File: config.mk
export PLATFORM = sky130hd
export DESIGN_NAME = id_caps
export DESIGN_NICKNAME = d
export VERILOG_FILES = /design/src/hw/id_caps_pkg.sv /design/src/hw/dma_cycle_mon.sv /design/src/hw/id_caps.sv
export SDC_FILE = /design/constraint.sdc
export NUM_CORES = 1
export LEC_CHECK = 0
export BUFFER_PORTS_ARGS = -buffer_cell sky130_fd_sc_hd__buf_2
export CAP_MARGIN = 25
export CORE_ASPECT_RATIO = 2
export CORE_UTILIZATION = 40
export CTS_CLUSTER_SIZE = 40
export DETAILED_ROUTE_END_ITERATION = 8
export PLACE_DENSITY = 0.67
export SLEW_MARGIN = 20
export SYNTH_ARGS = -nofsm -noshare
export SYNTH_HDL_FRONTEND = slang
export SYNTH_SLANG_ARGS = --single-unit
File: constraint.sdc
create_clock -name mclk_i -period 5.4 [get_ports mclk_i]
set_clock_uncertainty 0.05 [all_clocks]
set_input_delay 0.54 -clock mclk_i [delete_from_list [all_inputs] [get_ports mclk_i]]
set_output_delay 0.54 -clock mclk_i [all_outputs]
set_load 0.01 [all_outputs]
File: src/hw/id_caps_pkg.sv
// Constants and types shared by the identify capability words block.
// Functional notes
// - Word 64 sets PIO mode 3, 4 bits.
// - Word 65 reports 120 ns minimum DMA cycle.
// - Word 66 reports 120 ns recommended DMA cycle.
// - Faster host DMA cycles may drop the request.
// - Word 67 reports 120 ns PIO cycle.
// - Word 68 reports 120 ns IORDY PIO cycle.
// - Word 80 claims major versions one to six.
// - Word 81 holds minor version 0019H.
// - Word 82 sets bits 14,13,12,6,5,3,1.
// - Word 82 clears all its other bits.
// - Word 83 clears bit 15, sets bit 14.
// - Word 83 sets bits 8, 3, 2.
// - Word 83 clears all remaining bits.
// - Word 84: bit 14 set, rest clear.
package id_caps_pkg;

    localparam int          CLK_PERIOD_PS = 4000;
    localparam int          REC_CYCLE_NS  = 120;
    localparam int          REC_CYCLES    =
        (REC_CYCLE_NS * 1000 + CLK_PERIOD_PS - 1) / CLK_PERIOD_PS;

    localparam logic [7:0]  W_ADV_PIO   = 8'h40;
    localparam logic [7:0]  W_DMA_MIN   = 8'h41;
    localparam logic [7:0]  W_DMA_REC   = 8'h42;
    localparam logic [7:0]  W_PIO_MIN   = 8'h43;
    localparam logic [7:0]  W_PIO_IORDY = 8'h44;
    localparam logic [7:0]  W_MAJOR     = 8'h50;
    localparam logic [7:0]  W_MINOR     = 8'h51;
    localparam logic [7:0]  W_FEAT0     = 8'h52;
    localparam logic [7:0]  W_FEAT1     = 8'h53;
    localparam logic [7:0]  W_FEAT2     = 8'h54;

    localparam logic [15:0] B0  = 16'h0001;
    localparam logic [15:0] B1  = 16'h0002;
    localparam logic [15:0] B2  = 16'h0004;
    localparam logic [15:0] B3  = 16'h0008;
    localparam logic [15:0] B5  = 16'h0020;
    localparam logic [15:0] B6  = 16'h0040;
    localparam logic [15:0] B8  = 16'h0100;
    localparam logic [15:0] B12 = 16'h1000;
    localparam logic [15:0] B13 = 16'h2000;
    localparam logic [15:0] B14 = 16'h4000;

    localparam logic [15:0] VAL_ADV_PIO = B0 | B1;
    localparam logic [15:0] VAL_CYCLE   = 16'(REC_CYCLE_NS);
    localparam logic [15:0] VAL_MAJOR   = 16'h007E;
    localparam logic [15:0] VAL_MINOR   = 16'h0019;
    localparam logic [15:0] VAL_FEAT0   =
        B14 | B13 | B12 | B6 | B5 | B3 | B1;
    localparam logic [15:0] VAL_FEAT1   = B14 | B8 | B3 | B2;
    localparam logic [15:0] VAL_FEAT2   = B14;

    localparam logic [7:0]  R_CTRL   = 8'h00;
    localparam logic [7:0]  R_STATUS = 8'h04;
    localparam logic [7:0]  R_PERIOD = 8'h08;
    localparam logic [7:0]  R_FASTCT = 8'h0C;
    localparam logic [7:0]  R_IDX    = 8'h10;
    localparam logic [7:0]  R_IDW    = 8'h14;

    localparam int          CTRL_EN_BIT   = 0;
    localparam int          CTRL_HOLD_LSB = 8;
    localparam logic [7:0]  HOLD_RESET    = 8'(REC_CYCLES);
    localparam int          ST_THR_BIT    = 0;
    localparam int          ST_FAST_BIT   = 1;
    localparam int          ST_RQ_BIT     = 2;

    typedef enum logic [0:0] {
        THR_RUN  = 1'b0,
        THR_HOLD = 1'b1
    } thr_state_t;

    typedef struct packed {
        logic [7:0]  addr;
        logic [31:0] wdata;
        logic        wr;
        logic        rd;
    } reg_req_t;

    typedef struct packed {
        logic [15:0] period;
        logic        tick;
        logic        fast;
    } cyc_evt_t;

endpackage

File: src/hw/dma_cycle_mon.sv
// Host DMA strobe synchroniser and word cycle period monitor.
`timescale 1ns/1ps
`default_nettype none
module dma_cycle_mon
    import id_caps_pkg::*;
#(
    parameter int MIN_CYCLES = REC_CYCLES
) (
    input  wire logic     mclk_i,
    input  wire logic     rst_i,
    input  wire logic     active_i,
    input  wire logic     strobe_pin_i,
    output var cyc_evt_t  evt_o
);

    if (MIN_CYCLES < 1 || MIN_CYCLES > 65535) begin : g_bad_min
        $error("MIN_CYCLES out of range");
    end

    typedef struct packed {
        logic [2:0]  sync;
        logic        level;
        logic        seen;
        logic [15:0] count;
        cyc_evt_t    evt;
    } mon_state_t;

    mon_state_t state_ff;
    mon_state_t nxt_state;
    logic       rise;

    always_comb begin
        nxt_state = state_ff;
        nxt_state.sync = {state_ff.sync[1:0], strobe_pin_i};
        rise = 1'b0;
        // The input counts only once the two later stages agree.
        if (state_ff.sync[2] == state_ff.sync[1]) begin
            nxt_state.level = state_ff.sync[2];
            rise = state_ff.sync[2] & ~state_ff.level;
        end
        if (state_ff.count != 16'hFFFF) begin
            nxt_state.count = state_ff.count + 16'h0001;
        end
        nxt_state.evt.tick = 1'b0;
        nxt_state.evt.fast = 1'b0;
        if (!active_i) begin
            nxt_state.seen = 1'b0;
        end else if (rise) begin
            nxt_state.seen = 1'b1;
            nxt_state.count = 16'h0001;
            nxt_state.evt.tick = state_ff.seen;
            nxt_state.evt.period = state_ff.count;
            nxt_state.evt.fast = state_ff.seen &&
                (state_ff.count < 16'(MIN_CYCLES));
        end
    end

    always_ff @(posedge mclk_i or posedge rst_i) begin
        if (rst_i) begin
            state_ff <= '0;
        end else begin
            state_ff <= nxt_state;
        end
    end

    assign evt_o = state_ff.evt;

endmodule // dma_cycle_mon
`default_nettype wire

File: src/hw/id_caps.sv
// Identify capability words 64 to 84 with DMA request throttling.
//
// Strobed register access and the address map were chosen for this implementation.
`timescale 1ns/1ps
`default_nettype none
module id_caps
    import id_caps_pkg::*;
#(
    parameter int ADDR_W = 8,
    parameter int HOLD_W = 8
) (
    input  wire logic              mclk_i,
    input  wire logic              rst_i,
    input  wire logic              id_rd_i,
    input  wire logic [ADDR_W-1:0] id_addr_i,
    output logic [15:0]            id_data_o,
    output logic                   id_valid_o,
    input  wire logic              dma_req_i,
    input  wire logic              dma_strobe_i,
    output logic                   dmarq_o,
    input  wire reg_req_t          reg_req_i,
    output logic [31:0]            reg_rdata_o
);

    if (ADDR_W != 8) begin : g_bad_addr_w
        $error("ADDR_W must be 8 for a 256 word block");
    end
    if (HOLD_W < 1 || HOLD_W > 8) begin : g_bad_hold_w
        $error("HOLD_W must be 1 to 8");
    end

    typedef struct packed {
        logic [15:0]       id_data;
        logic              id_valid;
        logic              thr_en;
        logic [HOLD_W-1:0] hold;
        thr_state_t        thr;
        logic [HOLD_W-1:0] thr_cnt;
        logic              fast_seen;
        logic [15:0]       fast_cnt;
        logic [15:0]       period;
        logic [ADDR_W-1:0] peek_idx;
        logic              dmarq;
        logic [31:0]       rdata;
    } core_state_t;

    core_state_t state_ff;
    core_state_t nxt_state;
    cyc_evt_t    evt;
    logic        do_throttle;
    logic        fast_clr;
    logic [31:0] status_word;

    dma_cycle_mon #(
        .MIN_CYCLES (REC_CYCLES)
    ) u_mon (
        .mclk_i       (mclk_i),
        .rst_i        (rst_i),
        .active_i     (dma_req_i),
        .strobe_pin_i (dma_strobe_i),
        .evt_o        (evt)
    );

    // All capability words are fixed; nothing here may be altered
    // by software, so the host always sees the same answer.
    function automatic logic [15:0] id_word(
        input logic [ADDR_W-1:0] idx
    );
        logic [15:0] w;
        w = 16'h0000;
        case (idx)
            W_ADV_PIO: begin
                w = VAL_ADV_PIO;
            end
            W_DMA_MIN: begin
                w = VAL_CYCLE;
            end
            W_DMA_REC: begin
                w = VAL_CYCLE;
            end
            W_PIO_MIN: begin
                w = VAL_CYCLE;
            end
            W_PIO_IORDY: begin
                w = VAL_CYCLE;
            end
            W_MAJOR: begin
                w = VAL_MAJOR;
            end
            W_MINOR: begin
                w = VAL_MINOR;
            end
            W_FEAT0: begin
                w = VAL_FEAT0;
            end
            W_FEAT1: begin
                w = VAL_FEAT1;
            end
            W_FEAT2: begin
                w = VAL_FEAT2;
            end
            default: begin
                w = 16'h0000;
            end
        endcase
        return w;
    endfunction

    always_comb begin
        status_word = 32'h0000_0000;
        status_word[ST_THR_BIT]  = (state_ff.thr == THR_HOLD);
        status_word[ST_FAST_BIT] = state_ff.fast_seen;
        status_word[ST_RQ_BIT]   = state_ff.dmarq;
    end

    always_comb begin
        fast_clr = reg_req_i.wr && (reg_req_i.addr == R_STATUS) &&
                   reg_req_i.wdata[ST_FAST_BIT];
        do_throttle = evt.fast && state_ff.thr_en &&
                      (state_ff.thr == THR_RUN);
    end

    always_comb begin
        nxt_state = state_ff;

        // Words are read by index; the answer stands one cycle later.
        nxt_state.id_valid = id_rd_i;
        if (id_rd_i) begin
            nxt_state.id_data = id_word(id_addr_i);
        end

        if (evt.tick) begin
            nxt_state.period = evt.period;
        end

        // A fast cycle in the same cycle as a clear keeps the flag set.
        if (evt.fast) begin
            nxt_state.fast_seen = 1'b1;
            if (state_ff.fast_cnt != 16'hFFFF) begin
                nxt_state.fast_cnt = state_ff.fast_cnt + 16'h0001;
            end
        end else if (fast_clr) begin
            nxt_state.fast_seen = 1'b0;
        end

        case (state_ff.thr)
            THR_RUN: begin
                if (do_throttle) begin
                    nxt_state.thr = THR_HOLD;
                    nxt_state.thr_cnt = state_ff.hold;
                end
            end
            THR_HOLD: begin
                // A zero hold still drops the request for one cycle.
                if (state_ff.thr_cnt <= HOLD_W'(1)) begin
                    nxt_state.thr = THR_RUN;
                    nxt_state.thr_cnt = '0;
                end else begin
                    nxt_state.thr_cnt = state_ff.thr_cnt - HOLD_W'(1);
                end
            end
            default: begin
                nxt_state.thr = THR_RUN;
            end
        endcase

        // The request is dropped the cycle after a fast word cycle.
        nxt_state.dmarq = dma_req_i && !do_throttle &&
                          (nxt_state.thr == THR_RUN);

        if (reg_req_i.wr) begin
            if (reg_req_i.addr == R_CTRL) begin
                nxt_state.thr_en = reg_req_i.wdata[CTRL_EN_BIT];
                nxt_state.hold =
                    reg_req_i.wdata[CTRL_HOLD_LSB +: HOLD_W];
            end else if (reg_req_i.addr == R_FASTCT) begin
                nxt_state.fast_cnt = 16'h0000;
            end else if (reg_req_i.addr == R_IDX) begin
                nxt_state.peek_idx = reg_req_i.wdata[ADDR_W-1:0];
            end
        end

        nxt_state.rdata = 32'h0000_0000;
        if (reg_req_i.rd) begin
            if (reg_req_i.addr == R_CTRL) begin
                nxt_state.rdata[CTRL_EN_BIT] = state_ff.thr_en;
                nxt_state.rdata[CTRL_HOLD_LSB +: HOLD_W] = state_ff.hold;
            end else if (reg_req_i.addr == R_STATUS) begin
                nxt_state.rdata = status_word;
            end else if (reg_req_i.addr == R_PERIOD) begin
                nxt_state.rdata[15:0] = state_ff.period;
            end else if (reg_req_i.addr == R_FASTCT) begin
                nxt_state.rdata[15:0] = state_ff.fast_cnt;
            end else if (reg_req_i.addr == R_IDX) begin
                nxt_state.rdata[ADDR_W-1:0] = state_ff.peek_idx;
            end else if (reg_req_i.addr == R_IDW) begin
                nxt_state.rdata[15:0] = id_word(state_ff.peek_idx);
            end else begin
                nxt_state.rdata = 32'h0000_0000;
            end
        end
    end

    always_ff @(posedge mclk_i or posedge rst_i) begin
        if (rst_i) begin
            state_ff          <= '0;
            state_ff.thr_en   <= 1'b1;
            state_ff.hold     <= HOLD_W'(HOLD_RESET);
            state_ff.thr      <= THR_RUN;
        end else begin
            state_ff <= nxt_state;
        end
    end

    assign id_data_o   = state_ff.id_data;
    assign id_valid_o  = state_ff.id_valid;
    assign dmarq_o     = state_ff.dmarq;
    assign reg_rdata_o = state_ff.rdata;

endmodule // id_caps
`default_nettype wire

==> results_dict.tcl <==
set metrics [dict create \
    status "complete, no violations" \
    setup_viol_count_final 0 \
    dr.pass1.iters 4 \
    holdWs_ps 184 \
    grt_max_degree 72 \
    syn_to_final_growth_pct 11.5 \
    p_total_uw 2750 \
    switchingPower_uw 789 \
    p_sw_frac 0.287 \
    dpl.hpwl_mm 10.5 \
    hp-class "in2reg" \
    criticalPathCategory "in2reg" \
    post-route-period-util 0.439 \
    clk_pin_slew_worst_paths_ps 60 \
    endpoint_kind "flop" \
    ys_warn_count 0 \
    final_antenna_net_count 0 \
    port_buffers 67 \
    clockPowerShare 0.425 \
    period_needed_ps 2370 \
    cp-start-kind "input port" \
    cts_inserted_buffers 17 \
    power_density_mw_per_mm2 373 \
    vias 4796 \
    drive_gt1_frac 0.234 \
    cts_resized 0 \
    wl_per_cell_um 16.1 \
    boundaryPins 105 \
    yosys_register_bits 125 \
    fmax_mhz 422 \
    synthArstFlopShare 1.00 \
    cts_tree "built" \
    h-tree-depth 4 \
    insertion_delay_ps 410 \
    die_height_um 184 \
    clk_path_buf_depth 2 \
    cp_max_fo 16 \
    die_area_mm2 0.0171 \
    maxSlewViolCount 0 \
    seq_area_frac_synth 0.474 \
    maxCapViolCount 0 \
    arrival_ps 2630 \
    diodes 0 \
    drtIter0Drc 159 \
    irDropWorstVdd_uv 186 \
    cp.required_ps 5660 \
    coreArea_mm2 0.0162 \
    drc 0 \
    wl_mm 14.5 \
    post_cts_buffers 0 \
    syn_area_mm2 0.00662 \
    die_w_um 92.9 \
    power.leakage_uw 0.00343 \
    hold_viol 0 \
    cts_sinks 125 \
    syn_avg_cell_area_um2 9.99 \
    place.gp.congestion 0.834 \
    synth-edff-count 0 \
    synth_cell_type_count 77 \
    intPower_uw 1960 \
    p_seq_frac 0.433 \
    tightest_slew_ps 925 \
    overflow 0 \
    pwr-share-comb 0.143 \
    maxSlewHeadroom 0.380 \
    grt_pass1_vias 4789 \
    row_count 66 \
    grt_pass1_wl_mm 23.6 \
    synth_ff_type "dfrtp_1" \
    grt_usage 0.179 \
    synth_cells 662 \
    layout.nets 742 \
    grt_setup_unrepaired "no" \
    fin_setup_tns_ps 0 \
    cts_hold_buf 0 \
    antenna_found_initial 0 \
    root_buffer "clkbuf_16" \
    start_util 0.409 \
    viasPerCell 5.33 \
]
worst max-delay path, cell delays in order:
cell    delay, ps
buf_2         100
or3_4         400
nor3_2        660
and3_1        720
a41o_1        160
nor2_1         40
synth_stat cells, types with 3 or more instances:
cell type  count  share of area
and2_1         5         0.0047
buf_4         49          0.056
xor2_1        13          0.017
dfstp_2        5          0.020
clkbuf_1      21          0.012
nand3_1       11         0.0083
nand2_1       92          0.052
a22o_1         3         0.0040
dfrtp_1      120           0.45
buf_1          5         0.0028
ha_1           4         0.0076
a21oi_1       15          0.011
nand2b_1       4         0.0038
xnor2_1        8          0.011
or2_2          3         0.0028
o31a_1         3         0.0040
and3_1         8         0.0076
buf_2         10         0.0076
and4_1         8          0.011
a221oi_1       3         0.0040
o32ai_1        5         0.0066
nor2b_1        8         0.0076
inv_1         25          0.014
o21ai_0       25          0.019
nor3_1        16          0.012
o32a_1         4         0.0061
nand4_1       13          0.012
a32oi_1        3         0.0040
a211oi_1       4         0.0045
nor2_1        45          0.026
o22ai_1        6         0.0057
nor4_1         7         0.0066
a32o_1         4         0.0061
mux2_2        38          0.065
o22a_1         3         0.0040
mux2i_1       13          0.020
per-stage QoR:
step | cell area [µm²] | cells | utilization | setup slack, ps
after CTS | 7370 | 899 | 0.455 | 3060
after floorplan | 6690 | 682 | - | 1490
final | 7380 | 900 | 0.456 | 3030
after global routing | 7380 | 900 | 0.456 | 2920
after detailed placement | 6760 | 867 | 0.418 | 2620
after global placement | 6760 | 867 | 0.418 | 2590
cell families (layout without fill, tap and decap cells):
family,Yosys count,in the layout,share of synthesized area
buffers and inverters,112,126,0.0946
muxes,51,51,0.0844
AOI/OAI and AO/OA,104,104,0.112
DFF,125,125,0.474
and+or+nand+nor,243,243,0.198
adders and majority gates,5,5,0.00908
other,1,21,0.000567
xor gates and xnor gates,21,21,0.0278
cell type report:
cell class / count / area [µm²]
inverter: 25 / 96.3
multi-input combinational: 445 / 2930
fill: 1560 / 8810
sequential: 125 / 3130
clock buffer: 18 / 439
tap: 204 / 255
clock inverter: 14 / 169
timing repair buffer: 69 / 354
power by group through the flow:
stage	combinational (µW)	sequential, µW	clock, µW
after floorplan	343	1150	0
after global placement	386	1200	0
after detailed placement	394	1200	0
after CTS	398	1190	1200
after global routing	446	1210	1230
final	393	1190	1170
final timing paths:
path	from	end	slack, ps	depth (start not counted)
worst max-delay path	reg_req_i[39]	state_ff[72]$_DFF_PP0_	3030	6
min in group asynchronous	rst_i	u_mon.evt_o[12]$_DFFE_PP0P_	270	2
worst max register to register	state_ff[57]$_DFF_PP0_	state_ff[71]$_DFF_PP0_	3410	6
worst min-delay path	dma_strobe_i	u_mon.nxt_state[37]$_DFF_PP0_	180	1
max in group asynchronous	rst_i	u_mon.evt_o[15]$_DFFE_PP0P_	3830	3
worst min register to register	u_mon.nxt_state[37]$_DFF_PP0_	u_mon.nxt_state[38]$_DFF_PP0_	300	0
placed cells by master (no fill, tap or decap), types with 8 or more instances in the layout:
cell type  count
and4_1         8
nand4_1       13
mux2i_1       13
buf_2         67
conb_1        21
and3_1         8
nor2_1        45
nand3_1       11
xnor2_1        8
a21oi_1       15
inv_1         24
nor2b_1        8
o21ai_0       25
clkbuf_16     17
nor3_1        16
mux2_2        38
nand2_1       92
dfrtp_1      120
xor2_1        13
layer usage:
metal  track usage  vias to the layer above  wire [µm]
met1         0.168                     2346       5060
met3        0.0360                       27        371
met2         0.348                      108       8590
li1              -                     2315          -
met4         0.101                        0        454
met5             0                        -          0
flip-flops by register name, indices dropped and copies added (netlist names):
name	cells
u_mon.evt_o	18
u_mon.state_ff	19
state_ff	59
id_valid_o	1
u_mon.nxt_state	2
id_data_o	9
reg_rdata_o	16
dmarq_o	1
Power figures use the tool's default switching activity.
